<file path="src/design/apdc_consts.svh">
/*
  Constants of the auxiliary port direction control block: register byte
  offsets, field positions and reset values.
  Assumes it is included by bare name from the package and the top module.
*/
`ifndef APDC_CONSTS_SVH
`define APDC_CONSTS_SVH

`define APDC_PORT_W 6
`define APDC_DIR_OFS 8'h00
`define APDC_LVL_OFS 8'h04
`define APDC_CMD_OFS 8'h08
`define APDC_IN_OFS 8'h0C
`define APDC_TEST_OFS 8'h10
`define APDC_STAT_OFS 8'h14
`define APDC_FUNC_OFS 8'h18
`define APDC_ADC_OFS 8'h1C
`define APDC_DIR_RST 6'h07
`define APDC_LVL_RST 6'h00
`define APDC_CMD_IDX_LSB 0
`define APDC_CMD_LVL_BIT 8
`define APDC_TEST_MASK_LSB 0
`define APDC_TEST_CMP_LSB 8
`define APDC_TEST_OR_BIT 16
`define APDC_FUNC_SOFT_BIT 0
`define APDC_FUNC_HPWM_LSB 1
`define APDC_ADC_REQ_LSB 0
`define APDC_ADC_EN_LSB 8
`define APDC_SOFT_PWM_PIN 5
`define APDC_HPWM_TOP_PIN 5
`define APDC_ANALOG_PINS 3

`endif

</file>
<file path="src/design/apdc_pkg.sv">
/*
  Types of the auxiliary port direction control block.
  Assumes the constants header is on the include path.
*/
`include "apdc_consts.svh"

package apdc_pkg;

  typedef enum logic [3:0] {
    APDC_R_DIR = 4'h0,
    APDC_R_LVL = 4'h1,
    APDC_R_CMD = 4'h3,
    APDC_R_IN = 4'h2,
    APDC_R_TEST = 4'h6,
    APDC_R_STAT = 4'h7,
    APDC_R_FUNC = 4'h5,
    APDC_R_ADC = 4'h4,
    APDC_R_NONE = 4'hC
  } apdc_reg_t;

  typedef logic [`APDC_PORT_W-1:0] apdc_bits_t;

  typedef struct packed {
    apdc_bits_t dir;
    apdc_bits_t lat;
    apdc_bits_t test_mask;
    apdc_bits_t test_cmp;
    logic test_or;
    logic [4:0] func_en;
    logic [2:0] adc_req;
    logic [2:0] adc_en;
    logic test_hit;
    apdc_bits_t pin_out;
    apdc_bits_t pin_oe;
    logic pready;
    logic pslverr;
    logic [31:0] prdata;
  } apdc_state_t;

  typedef struct packed {
    apdc_bits_t s1;
    apdc_bits_t s2;
    apdc_bits_t s3;
    apdc_bits_t level;
  } apdc_sync_state_t;

endpackage

</file>
<file path="src/design/apdc_sync_if.sv">
/*
  Carrier between the top module and the pin input synchroniser.
  Assumes both ends run on the same system clock.
*/
interface apdc_sync_if;
  logic [5:0] raw;
  logic [5:0] level;
  modport user (output raw, input level);
  modport sync (input raw, output level);
endinterface

</file>
<file path="src/design/apdc_sync.sv">
/*
  Three-stage synchroniser for the six port pins; a level is accepted once
  the second and third stages agree.
  Assumes pins are asynchronous to the clock and reset is synchronous.
*/
`include "apdc_consts.svh"
module apdc_sync (
  // Clock and reset.
  input wire logic clock,
  input wire logic rst,
  // Pin levels in, filtered levels out.
  apdc_sync_if.sync port
);
  import apdc_pkg::*;

  apdc_sync_state_t state_ff;
  apdc_sync_state_t nxt_state;

  always_comb begin
    nxt_state = state_ff;
    nxt_state.s1 = port.raw;
    nxt_state.s2 = state_ff.s1;
    nxt_state.s3 = state_ff.s2;
    for (int i = 0; i < `APDC_PORT_W; i++) begin
      if (state_ff.s2[i] == state_ff.s3[i]) begin
        nxt_state.level[i] = state_ff.s3[i];
      end
    end
  end

  always_ff @(posedge clock) begin
    if (rst) begin
      state_ff <= '0;
    end else begin
      state_ff <= nxt_state;
    end
  end

  assign port.level = state_ff.level;
endmodule

</file>
<file path="src/design/apdc_port.sv">
/*
  Six-bit auxiliary port with direction register, set-high and set-low
  commands, static input tests, analogue channel gating and PWM pin takeover,
  all reached over an APB slave.
  Assumes one 125 MHz clock, synchronous active-high reset, PWM waves and the
  primary output engine on the same clock, and pins arriving asynchronously.
*/
// The implementer's own choices: the APB slave port and the register addresses.
`include "apdc_consts.svh"
module apdc_port (
  // Clock and reset.
  input wire logic clock,
  input wire logic rst,
  // APB slave.
  input wire logic psel,
  input wire logic penable,
  input wire logic pwrite,
  input wire logic [7:0] paddr,
  input wire logic [31:0] pwdata,
  output logic [31:0] prdata,
  output logic pready,
  output logic pslverr,
  // Port pins.
  input wire apdc_pkg::apdc_bits_t pin_in,
  output apdc_pkg::apdc_bits_t pin_out,
  output apdc_pkg::apdc_bits_t pin_oe,
  // Primary output engine on bits zero to two.
  input wire logic [2:0] prim_active,
  input wire logic [2:0] prim_level,
  // PWM waves.
  input wire logic [3:0] hpwm_wave,
  input wire logic soft_pwm_wave,
  // Analogue channel enables and condition test result.
  output logic [2:0] analog_channel_en,
  output logic cond_hit
);
  import apdc_pkg::*;

  apdc_state_t state_ff;
  apdc_state_t nxt_state;
  apdc_sync_if sync_bus ();
  apdc_bits_t in_level;
  apdc_bits_t dir_w;
  apdc_bits_t lat_w;
  apdc_bits_t force_out;
  apdc_bits_t drive;
  apdc_reg_t rsel;
  logic setup;
  logic wr;
  logic [2:0] cmd_idx;
  logic [31:0] rdata;

  function automatic apdc_reg_t apdc_decode(input logic [7:0] a);
    apdc_reg_t r;
    unique case (a)
      `APDC_DIR_OFS: r = APDC_R_DIR;
      `APDC_LVL_OFS: r = APDC_R_LVL;
      `APDC_CMD_OFS: r = APDC_R_CMD;
      `APDC_IN_OFS: r = APDC_R_IN;
      `APDC_TEST_OFS: r = APDC_R_TEST;
      `APDC_STAT_OFS: r = APDC_R_STAT;
      `APDC_FUNC_OFS: r = APDC_R_FUNC;
      `APDC_ADC_OFS: r = APDC_R_ADC;
      default: r = APDC_R_NONE;
    endcase
    return r;
  endfunction

  apdc_sync u_sync (
    .clock(clock),
    .rst(rst),
    .port(sync_bus.sync)
  );

  assign sync_bus.raw = pin_in;
  assign in_level = sync_bus.level;

  always_comb begin
    nxt_state = state_ff;
    setup = psel & ~penable;
    wr = psel & penable & state_ff.pready & pwrite;
    rsel = apdc_decode(paddr);
    cmd_idx = pwdata[`APDC_CMD_IDX_LSB +: 3];
    rdata = 32'h00000000;
    unique case (rsel)
      APDC_R_DIR: rdata[5:0] = state_ff.dir;
      APDC_R_LVL: rdata[5:0] = state_ff.lat;
      APDC_R_IN: rdata[5:0] = in_level;
      APDC_R_TEST: begin
        rdata[`APDC_TEST_MASK_LSB +: 6] = state_ff.test_mask;
        rdata[`APDC_TEST_CMP_LSB +: 6] = state_ff.test_cmp;
        rdata[`APDC_TEST_OR_BIT] = state_ff.test_or;
      end
      APDC_R_STAT: rdata[0] = state_ff.test_hit;
      APDC_R_FUNC: rdata[4:0] = state_ff.func_en;
      APDC_R_ADC: begin
        rdata[`APDC_ADC_REQ_LSB +: 3] = state_ff.adc_req;
        rdata[`APDC_ADC_EN_LSB +: 3] = state_ff.adc_en;
      end
      APDC_R_CMD, APDC_R_NONE: rdata = 32'h00000000;
    endcase
    // Bus answer: one access cycle after each setup cycle.
    nxt_state.pready = setup;
    nxt_state.pslverr = setup & (rsel == APDC_R_NONE);
    if (setup & ~pwrite) begin
      nxt_state.prdata = rdata;
    end
    // Direction and level writes; only the direction register clears a direction bit.
    dir_w = state_ff.dir;
    lat_w = state_ff.lat;
    if (wr & (rsel == APDC_R_DIR)) begin
      dir_w = pwdata[5:0];
    end
    if (wr & (rsel == APDC_R_LVL)) begin
      lat_w = pwdata[5:0];
    end
    if (wr & (rsel == APDC_R_CMD) & (cmd_idx < 3'h6)) begin
      dir_w[cmd_idx] = 1'b1;
      lat_w[cmd_idx] = pwdata[`APDC_CMD_LVL_BIT];
    end
    nxt_state.lat = lat_w;
    if (wr & (rsel == APDC_R_TEST)) begin
      nxt_state.test_mask = pwdata[`APDC_TEST_MASK_LSB +: 6];
      nxt_state.test_cmp = pwdata[`APDC_TEST_CMP_LSB +: 6];
      nxt_state.test_or = pwdata[`APDC_TEST_OR_BIT];
    end
    if (wr & (rsel == APDC_R_FUNC)) begin
      nxt_state.func_en = pwdata[4:0];
    end
    if (wr & (rsel == APDC_R_ADC)) begin
      nxt_state.adc_req = pwdata[`APDC_ADC_REQ_LSB +: 3];
    end
    // Pins taken by PWM or the primary engine become outputs; set beats clear.
    force_out = '0;
    force_out[2:0] = prim_active;
    if (state_ff.func_en[`APDC_FUNC_SOFT_BIT]) begin
      force_out[`APDC_SOFT_PWM_PIN] = 1'b1;
    end
    for (int k = 0; k < 4; k++) begin
      if (state_ff.func_en[`APDC_FUNC_HPWM_LSB + k]) begin
        force_out[`APDC_HPWM_TOP_PIN - k] = 1'b1;
      end
    end
    nxt_state.dir = dir_w | force_out;
    // Level mux: hardware PWM, then software PWM, then primary engine, then latch.
    drive = lat_w;
    for (int i = 0; i < 3; i++) begin
      if (prim_active[i]) begin
        drive[i] = prim_level[i];
      end
    end
    if (state_ff.func_en[`APDC_FUNC_SOFT_BIT]) begin
      drive[`APDC_SOFT_PWM_PIN] = soft_pwm_wave;
    end
    for (int k = 0; k < 4; k++) begin
      if (state_ff.func_en[`APDC_FUNC_HPWM_LSB + k]) begin
        drive[`APDC_HPWM_TOP_PIN - k] = hpwm_wave[k];
      end
    end
    nxt_state.pin_out = drive;
    nxt_state.pin_oe = nxt_state.dir;
    // Analogue channels open only on pins already set to input.
    nxt_state.adc_en = state_ff.adc_req & ~state_ff.dir[`APDC_ANALOG_PINS-1:0];
    // Condition test over this port alone.
    if (state_ff.test_or) begin
      nxt_state.test_hit = |(~(in_level ^ state_ff.test_cmp) & state_ff.test_mask);
    end else begin
      nxt_state.test_hit = ((in_level ^ state_ff.test_cmp) & state_ff.test_mask) == 6'h00;
    end
  end

  always_ff @(posedge clock) begin
    if (rst) begin
      state_ff <= '0;
      state_ff.dir <= `APDC_DIR_RST;
      state_ff.pin_oe <= `APDC_DIR_RST;
      state_ff.lat <= `APDC_LVL_RST;
    end else begin
      state_ff <= nxt_state;
    end
  end

  assign prdata = state_ff.prdata;
  assign pready = state_ff.pready;
  assign pslverr = state_ff.pslverr;
  assign pin_out = state_ff.pin_out;
  assign pin_oe = state_ff.pin_oe;
  assign analog_channel_en = state_ff.adc_en;
  assign cond_hit = state_ff.test_hit;
endmodule

</file>
<file path="config.mk">
export PLATFORM = sky130hd
export DESIGN_NAME = apdc_port
export DESIGN_NICKNAME = d
export VERILOG_FILES = /design/src/design/apdc_pkg.sv /design/src/design/apdc_sync_if.sv /design/src/design/apdc_sync.sv /design/src/design/apdc_port.sv
export VERILOG_INCLUDE_DIRS = /design/src /design/src/design
export SDC_FILE = /design/constraint.sdc
export NUM_CORES = 1
export LEC_CHECK = 0
export ABC_AREA = 1
export BUFFER_PORTS_ARGS = -buffer_cell sky130_fd_sc_hd__buf_2
export CORE_MARGIN = 2
export CORE_UTILIZATION = 50
export DETAILED_ROUTE_END_ITERATION = 8
export PLACE_DENSITY = 0.78
export SLEW_MARGIN = 40
export SYNTH_ARGS = -nofsm -noshare
export SYNTH_HDL_FRONTEND = slang
export SYNTH_HIERARCHICAL = 1
export SYNTH_SLANG_ARGS = --single-unit
</file>
<file path="constraint.sdc">
create_clock -name clock -period 3.1 [get_ports clock]
set_input_delay 0.465 -clock clock [delete_from_list [all_inputs] [get_ports clock]]
set_output_delay 0.465 -clock clock [all_outputs]
set_load 0.1 [all_outputs]
</file>
---- Yosys cells after proc, flatten, opt, wreduce, memory -nomap -nowiden ----
Memories as Yosys holds them, arrays and structs flattened.
Cells that the tools add are included.
operators by class
  magnitude comparators ................... 3
  equal/unequal tests ..................... 14
  muxes and demuxes ....................... 29
  bitwise operators ....................... 23
  reduce and logical (&&, ||, !) cells .... 6
operator list
  cell                                                        count
  2-to-1 mux 6 bit                                            4
  equality test 4 x 3 -> 1 bit, second input constant         4
  2-to-1 mux 1 bit                                            16
  AND 1 bit                                                   13
  AND 6 bit                                                   2
  OR 6 bit                                                    2
  one-hot mux 2 bit (6 select lines)                          1
  one-hot mux 2 bit (5 select lines)                          1
  equality test 4 x 2 -> 1 bit, second input constant         2
  one-hot mux 1 bit (8 select lines)                          1
  bitwise mux 6 bit                                           1
  equality test 1 bit                                         6
  logical NOT 6 bit                                           1
  NOT 6 bit                                                   1
  one-hot mux 3 bit (2 select lines)                          1
  OR reduction 6 bit                                          1
  XOR 6 bit                                                   1
  equality test 4 x 1 -> 1 bit, second input constant         1
  equality test 4 bit, second input constant                  1
  logical NOT 4 bit                                           1
  less-than comparator 3 x 4 -> 1 bit, second input constant  1
  2-to-1 mux 4 bit                                            1
  one-hot mux 1 bit (4 select lines)                          1
  AND 3 bit                                                   1
  other kinds (9)                                             10
word-level totals
  flip-flop bits (word level) ............. 82
  ROM bits ................................ 128
  output and inout port bits .............. 50
  memories kept ........................... 1
memory list
  name             depth  bits a word  rd ports  clocked after Yosys merged registers in  write ports  line             text
  (no name shown)  32     4            1         0                                        0            apdc_port.sv:55  unique case (a)

---- Longest topological paths before layout ----
Gate-level depths: netlist of run 1.
  word-level depth ........................ 9
  mapped depth ............................ 13

---- Hierarchy ----
The synthesis of run 1 kept the hierarchy.
by module, submodules not included
  module     instances  cells each  area an instance (µm²)  sequential area each (µm²)
  apdc_port  1          463         3245.6                  1161.1
  apdc_sync  1          87          769.5                   480.5

---- Worst setup path after synthesis of run 1 ----
OpenSTA, ideal clock, no wires.
  kind .................................... reg2reg
  start ................................... reg state_ff, in the netlist pready
  end ..................................... reg state_ff, in the netlist pin_out[3]
  setup time .............................. 0.109 ns
  arrival time ............................ 2.108 ns
  setup slack ............................. 0.883 ns
  cell stages (with the launch flop) ...... 14
  buffers on the path ..................... 0
  period minus slack after synthesis ...... 2.217 ns
  path through ............................ dfxtp_1 nand2_1 nor2_4 nand2_1 inv_1 nand2_2 nor2_8 nand2_2 nor2_4 inv_2 nand2_1 nand3_1 nand2_1 inv_1
on the way
  word-level cells in the longest chain between the ends .. 7
  elaborated cells on any way between the ends .. 9
  those cells by class .................... 4 x mux; 5 x bitwise
ends and longest elaborated chain
  item                      line              text
  start, declared           apdc_port.sv:39   apdc_state_t state_ff;
  start signal, assigned    apdc_port.sv:179  state_ff <= nxt_state;
  AND 1 bit * (2 in a row)  apdc_port.sv:81   wr = psel & penable & state_ff.pready & pwrite;
  AND 1 bit                 apdc_port.sv:114  if (wr & (rsel == APDC_R_LVL)) begin
  2-to-1 mux 6 bit          apdc_port.sv:114
  bitwise mux 6 bit         apdc_port.sv:119  lat_w[cmd_idx] = pwdata[`APDC_CMD_LVL_BIT];
  2-to-1 mux 6 bit *        apdc_port.sv:117  if (wr & (rsel == APDC_R_CMD) & (cmd_idx < 3'h6)) begin
  2-to-1 mux 1 bit *        apdc_port.sv:156  if (state_ff.func_en[`APDC_FUNC_HPWM_LSB + k]) begin
Mark *: on every way between the ends. The rest lies on a longest branch, timed or not.
A chain may end at the register's enable or synchronous reset.

---- Worst setup path in the final report of run 1 ----
  start ................................... reg state_ff, in the netlist pready
  end ..................................... reg state_ff, in the netlist pin_out[2]
on the way
  word-level cells in the longest chain between the ends .. 8
  elaborated cells on any way between the ends .. 10
  those cells by class .................... 5 x mux; 5 x bitwise
ends and longest elaborated chain
  item                      line              text
  AND 1 bit * (2 in a row)  apdc_port.sv:81
  AND 1 bit                 apdc_port.sv:114
  2-to-1 mux 6 bit          apdc_port.sv:114
  bitwise mux 6 bit         apdc_port.sv:119
  2-to-1 mux 6 bit *        apdc_port.sv:117
  2-to-1 mux 1 bit *        apdc_port.sv:148  if (prim_active[i]) begin
  2-to-1 mux 1 bit *        apdc_port.sv:156
Marks and branches as above.

==> results of run 1 <==
-- power groups by stage --
stage / sequential (mW) / combinational (mW) / clock [mW]
floorplan: 1.11 / 0.221 / 0
global route: 1.08 / 0.284 / 0.757
CTS: 1.07 / 0.266 / 0.717
detailed placement: 1.10 / 0.265 / 0
finish: 1.07 / 0.267 / 0.694
global placement: 1.10 / 0.262 / 0
-- cell type report --
type                    count  area (sq um)  area share, %
clock buffers               9           124           2.88
well taps                 102           128           2.97
multi-input cells         336          1660           38.5
repair buffers             75           380           8.84
flip-flops and latches     82          1640           38.2
clock inverters             7          51.3           1.19
inverters                  85           319           7.42
-- layer usage --
metal | share of wire, % | up-vias | routed length [um] | GRT usage [%]
met2 | 49 | 136 | 4280 | 37.1
met3 | 7.9 | 19 | 692 | 5.88
met4 | 2.2 | 0 | 193 | 10.0
met5 | 0 | - | 0 | 0
met1 | 41 | 1556 | 3640 | 24.4
li1 | - | 1751 | - | -
-- synthesized netlist by cell type, drive strengths merged --
| master | count |
|---|---|
| a21oi | 47 |
| a31oi | 2 |
| buf | 58 |
| clkbuf | 7 |
| clkinv | 1 |
| conb | 1 |
| dfxtp | 82 |
| inv | 84 |
| nand2 | 101 |
| nand3 | 23 |
| nand4 | 7 |
| nor2 | 61 |
| nor3 | 6 |
| o2111ai | 4 |
| o211ai | 4 |
| o21ai | 52 |
| o21bai | 1 |
| o22ai | 3 |
| xnor2 | 3 |
| xor2 | 3 |
-- worst reg2reg max path, cell delays in order, from the launching register on --
cell     delay [ns]
dfxtp_1        0.34
nand2_1        0.08
nor2_4         0.23
nand4_1        0.46
o21ai_1        0.29
nand2_1        0.09
nand2_1        0.08
nand2_1        0.06
a21oi_2        0.10
-- metrics by stage --
step / cells / hold slack (ns)
final: 696 / 0.305
after global placement: 680 / 0.389
after global routing: 696 / 0.283
after floorplan: 568 / 0.388
after detailed placement: 680 / 0.392
after CTS: 696 / 0.289
-- worst max-delay path by stage --
stage / start / endpoint / depth (start not counted)
3_3_place_gp: paddr[1] / state_ff[63]$_SDFFE_PP0P_ / 9
2_1_floorplan: pready$_SDFF_PP0_ / pin_out[3]$_SDFF_PP0_ / 13
5_1_grt: pready$_SDFF_PP0_ / pin_out[5]$_SDFF_PP0_ / 9
3_5_place_dp: paddr[6] / pin_out[2]$_SDFF_PP0_ / 10
4_1_cts: pready$_SDFF_PP0_ / pin_out[2]$_SDFF_PP0_ / 8
6_report: pready$_SDFF_PP0_ / pin_out[2]$_SDFF_PP0_ / 8
-- cells by family (layout without fill, tap and decap cells) --
family          Yosys count  in the layout
simple gates            198            198
buf+inv                 150            176
other cells               1             19
flops                    82             82
xor+xnor                  6              6
compound gates          113            113
-- sequential cells by signal (all words and copies together), names as in the netlist --
signal / flops
pin_out: 6
analog_channel_en: 3
state_ff: 27
pready: 1
u_sync/port.level: 6
cond_hit: 1
u_sync/state_ff: 6
pslverr: 1
u_sync/nxt_state: 12
pin_oe: 6
prdata: 13
==> summary.md, run 1 <==
| Metric | Value |
|---|---|
| Status | finished, final reports clean |
| Reg clk slew, reported paths | 0.09 ns |
| Switching Share | 30.9% |
| Final Max Tran Viols | 0 |
| CP max stage delay | 0.46 ns |
| Post-route ant nets | 0 |
| Area Growth Syn to Fin | 7.14% |
| DIE AREA | 8760 sq um |
| Critical path's top delay family | simple AND/OR/NAND/NOR gates |
| CTS Buf Count | 9 |
| Core Util, Final | 55.4% |
| Final instance area | 4300 sq um |
| XOR/XNOR share of the synthesized area | 1.31% |
| Worst r2r src | pready$_SDFF_PP0_ |
| Setup violators final | 0 |
| Min Tclk post-route | 1.79 ns |
| Cell row count | 32 |
| Critical-path top delay cell | nand4_1 |
| Fmax | 0.558 GHz |
| Syn Area/Cell | 7.30 sq um |
| DRT Pass-1 Iters | 5 |
| DRT iter0 DRCs | 149 |
| Post-synthesis mux area share | 0% |
| CP endpoint kind | register |
| Hold wc startpoint | pin_in[2] |
| Synth Warn # | 6 |
| Total Power | 2.03 mW |
| Port bufs | 73 |
| Clock share of power | 34.1% |
| Required time worst endpoint | 3.39 ns |
| Critical Setup Path Class | register to register |
| First-pass GRT wire length | 14,600 um |
| Placement Cell Area | 4130 sq um |
| DRC Markers | 0 |
| Post-Synth Adder-Cell Area | 0% |
| Fin nets | 651 |
| Commonest cells after routing, fill and taps aside | nand2_1 (91), dfxtp_1 (82), inv_1 (74) |
| Cts repair resizes | 0 |
| Largest family of logic cells by synthesized area | simple AND/OR/NAND/NOR gates |
| Cts hold-fix bufs | 0 |
| Sequential share of power | 52.8% |
| Internal power | 1.41 mW |
| RSZ-0062 raised after global routing | no |
| Final period utilization | 57.8% |
| I/O pin count | 112 |
| Post-synthesis compound-gate area fraction | 15.0% |
| CTS tree | yes |
| Pin count of the biggest net entering global routing | 51 |
| Yosys cell types | 31 |
| FF-to-FF End | pin_out[2]$_SDFF_PP0_ |
| Post-synthesis sequential area ratio | 40.9% |
| GP Congestion | 0.987 |
| Vias in the first global route | 3,288 |
| Psw | 0.628 mW |
| Max_cap viols | 0 |
| Post-synth top area share | 40.9% |
| Hold Path Sink | u_sync/nxt_state[14]$_SDFF_PP0_ |
| Core Box Area | 7770 sq um |
| DR WL/cell | 12.6 um |
| Seq cells post-synth | 82 |
| GRT Util Overall | 21.4% |
| Worst Slack Setup Final | 1.31 ns |
| Largest cells by area after synthesis | dfxtp_1 (41%), buf_4 (10%), nand2_1 (8.5%), inv_1 (6.9%), a21oi_1 (5.7%) |
| Worst path cell trace | nand2_1 > nor2_4 > nand4_1 > o21ai_1 > nand2_1 > nand2_1 > nand2_1 > a21oi_2 |
| Worst EP arrival | 2.09 ns |
| CTS Sinks | 82 |
| Final Skew | 0.00874 ns |
| Starting Density | 51.7% |
| Worst rel slew slack | 53.3% |
| Root buffer cell | clkbuf_8 |
| # diodes | 0 |
| Combinational share of power | 13.1% |
| Post-Synth Simple-Gate Area | 23.2% |
| Commonest non-fill, non-tap cell in the layout | nand2_1 |
| Share of cells above drive strength 1 | 21.4% |
| Via count | 3,462 |
| DPL Wire Length | 6570 um |
| Via density | 4.97 |
| PwrDens | 473 nW/um^2 |
| Cell taking the most area after synthesis | dfxtp_1 |
| Die W | 93.6 um |
| Setup TNS | 0 ns |
| Leakage power | 1.98 nW |
| Post-CTS Setup Bufs | 0 |
| Worst path most repeated cell | nand2_1 |
| Hold path depth | 3 |
| Clk_lat worst skew | 0.35 ns |
| Pre-CTS setup slack | 0.971 ns |
| Drt total wl | 8800 um |
| WP buf/inv | 0 |
| Initial antenna violation count | 0 |
| CP startpoint kind | register |
| Actual slew at the worst max-slew pin | 0.699 ns |
| Synthesized cell area | 4020 sq um |
| Final hold violation count | 0 |
| Htree depth | 3 |
| Die Ht | 93.6 um |
| Synth Instances | 550 |
| HP Class | primary input to register |
| Flop2flop setup slack | 1.31 ns |
| Crit-path max FO | 11 |
| R2R depth | 8 |
| Max clock buf depth | 2 |
| Fill count | 789 |
| Overflow after GRT | 0 |
| VDD IR-drop max | 0.000401 V |
Power figures use the tool's default switching activity.
==> inputs of run 2 (changes only) <==
ABC_AREA = 0   (was 1)
CORE_UTILIZATION = 48   (was 50)
clock period = 1.5 ns   (was 3.1 ns; I/O delays follow)
==> summary.md, run 2 <==
| Metric | Value |
|---|---|
| Status | finished, violations left |
| Failing checks | negative setup slack |
| Leakage power | 2.10 nW (+6.1%) |
| Area Growth Syn to Fin | 21.4% |
| Synth Warn # | 6 (unchanged) |
| Share of cells above drive strength 1 | 35.6% (+14 points) |
| Pin count of the biggest net entering global routing | 25 (-51%) |
| Post-synth ARST share | 0% (unchanged) |
| CTS tree | yes |
| Seq cells post-synth | 82 (unchanged) |
| Most common cell in the synthesized netlist | dfxtp_1 |
| Cts hold-fix bufs | 0 (unchanged) |
| Multi-input gate area | 2070 sq um (+25%) |
| Via count | 3,695 (+6.7%) |
| Yosys cell types | 64 (+110%) |
| Synth Flop Type | dfxtp_1 |
| Setup violators final | 14 (+14) |
| Largest register FFs | 27 (unchanged) |
| Initial antenna violation count | 0 (unchanged) |
| Worst EP arrival | 1.87 ns (-0.22 ns) |
| I/O pin count | 112 (unchanged) |
| Cell taking the most area after synthesis | dfxtp_1 |
| Critical Setup Path Class | register to register |
| Max clock buf depth | 2 (unchanged) |
| Flop2flop setup slack | -0.07 ns (-1.38 ns) |
| CP max stage delay | 0.50 ns (+0.04 ns) |
| Fill count | 705 (-11%) |
| Cell row count | 33 (+3.1%) |
| Die Ht | 97.2 um (+3.8%) |
| Synth cell count leaders | dfxtp_1 (82), buf_4 (55), mux2i_1 (39) |
| DPL Wire Length | 7940 um (+21%) |
| PwrDens | 931 nW/um^2 (+97%) |
| CTS Buf Count | 9 (unchanged) |
| HP Class | primary input to register |
| Min Tclk post-route | 1.57 ns (-0.220 ns) |
| Fin nets | 608 (-6.6%) |
| Final Skew | 0.0108 ns (+0.00210 ns) |
| GRT Util Overall | 22.7% (+1.3 points) |
| Critical-path top delay cell | or4_4 |
| CP startpoint kind | register |
| Clk_lat worst skew | 0.37 ns (+0.02 ns) |
| DIE AREA | 9440 sq um (+7.8%) |
| GP Congestion | 0.918 (-6.9%) |
| Overflow after GRT | 0 (unchanged) |
| Max_cap viols | 0 (unchanged) |
| Via density | 5.63 (+13%) |
| Synth Instances | 454 (-17%) |
| Post-synth top area share | 39.4% (-1.5 points) |
| WP buf/inv | 0 (unchanged) |
| Vias in the first global route | 3,427 (+4.2%) |
| Largest cells by area after synthesis | dfxtp_1 (39%), buf_4 (9.9%), mux2i_1 (9.4%), nor2_1 (3.0%), a21oi_1 (2.5%) |
| Commonest cells after routing, fill and taps aside | dfxtp_1 (78), buf_2 (70), buf_4 (65) |
| Commonest non-fill, non-tap cell in the layout | dfxtp_1 |
| Post-synthesis sequential area ratio | 39.4% (-1.5 points) |
| Final period utilization | 105% (+47 points) |
| # diodes | 0 (unchanged) |
| FF/Latch Area | 1650 sq um (+0.61%) |
| VDD IR-drop max | 0.000628 V (+57%) |
| Htree depth | 3 (unchanged) |
| Required time worst endpoint | 1.80 ns (-1.59 ns) |
| Post-synth EDFFs | 0 (unchanged) |
| DR WL/cell | 16.3 um (+29%) |
| RSZ-0062 raised after global routing | yes |
| First-pass GRT wire length | 17,200 um (+18%) |
| Syn Area/Cell | 9.18 sq um (+26%) |
| Worst path cell trace | mux2i_1 > mux4_2 > or4_4 > a21oi_2 |
| CP endpoint kind | register |
| Reg clk slew, reported paths | 0.09 ns (about the same) |
| Worst Slack Setup Final | -0.0707 ns (-1.38 ns) |
| Final hold violation count | 0 (unchanged) |
| Synthesized cell area | 4170 sq um (+3.8%) |
| Root buffer cell | clkbuf_8 |
| Biggest register | state_ff |
| Crit-path max FO | 2 (-9) |
| DRC Markers | 0 (unchanged) |
| Final Max Tran Viols | 0 (unchanged) |
| Post-route ant nets | 0 (unchanged) |
| CTS Sinks | 82 (unchanged) |
| Starting Density | 50.2% (-1.5 points) |
| Fmax | 0.637 GHz (+14%) |
| Hold Worst Slack | 0.0593 ns (-0.245 ns) |
| Port bufs | 73 (unchanged) |
| Die W | 97.2 um (+3.8%) |
| DRT Pass-1 Iters | 6 (+1) |
| DRT iter0 DRCs | 471 (+220%) |
| Core Box Area | 8300 sq um (+6.8%) |
| Drt total wl | 10,700 um (+21%) |
| Critical path's top delay family | multiplexers |
| Fin cells | 656 (-5.7%) |
| DP Cell Count | 635 (-6.6%) |
==> run 2: cell types whose count changed after synthesis, sizes merged, moves of 5 or more <==
| cell | delta |
|---|---|
| o21ai | -36 |
| mux2i | +39 |
| clkbuf | +5 |
| nor2 | -28 |
| nor3b | +8 |
| inv | -74 |
| a21oi | -26 |
| nor4 | +9 |
| nand2 | -73 |
| nor3 | +6 |
| a22oi | +5 |
| nor2b | +20 |
| nand3 | -14 |
| buf | +9 |
==> run 2: path summary, 6_finish.rpt <==
path | cells past startpoint | to | from
max | 4 | prdata[0]$_SDFFE_PP0P_ | cond_hit$_SDFF_PP0_
min | 2 | u_sync/nxt_state[17]$_SDFF_PP0_ | pin_in[5]
max reg2reg | 4 | prdata[0]$_SDFFE_PP0P_ | cond_hit$_SDFF_PP0_
min reg2reg | 1 | u_sync/nxt_state[7]$_SDFF_PP0_ | u_sync/nxt_state[13]$_SDFF_PP0_
==> run 2: cell families after synthesis <==
kind of cell              share of synthesized area, %
xor gates and xnor gates                          1.26
other                                           0.0900
buffers and inverters                             13.9
DFF                                               39.4
and+or+nand+nor                                   21.5
muxes                                             10.7
AOI/OAI and AO/OA                                 13.1
==> run 2: power by group <==
group / switching, mW / total, mW / internal, mW / leakage, nW
registers: 0.00968 / 2.21 / 2.20 / 0.667
logic: 0.472 / 0.651 / 0.180 / 1.32
clock network: 0.879 / 1.85 / 0.972 / 0.117
total: 1.36 / 4.71 / 3.35 / 2.10
==> run 2: layout make-up <==
type,count,share of cell area (%)
inverter,11,0.816
clock buffer,9,2.45
multi-input combinational,300,41.0
timing repair buffer,142,18.4
sequential,82,32.6
clock inverter,7,2.10
tap,105,2.60
==> run 2: per-layer routing <==
layer / GRT usage [%] / routed length [um] / vias to the layer above
li1: - / - / 1735
met1: 30.5 / 4570 / 1714
met2: 35.8 / 4930 / 214
met3: 4.82 / 865 / 32
met4: 8.56 / 311 / 0
met5: 0 / 0 / -
==> run 2: metrics by stage <==
step / worst slack, ns / util [%] / power (mW) / instance area, sq um / setup TNS, ns
after floorplan: -0.361 / - / 2.75 / 4260 / -9.74
after detailed placement: -0.387 / 56.8 / 2.89 / 4710 / -13.73
final: -0.0707 / 61.0 / 4.71 / 5060 / -0.458
after CTS: -0.0603 / 60.0 / 4.72 / 4980 / -0.0603
after global placement: -0.350 / 56.8 / 2.88 / 4710 / -12.62
after global routing: -0.0946 / 61.0 / 4.87 / 5060 / -1.07
==> run 2: timing repair <==
action,in CTS,in global routing
pin swaps,1,7
hold endpoints to repair,0,0
setup endpoints to repair,6,21
gates resized for setup,7,8
cloned,0,1
buffers inserted,2,2
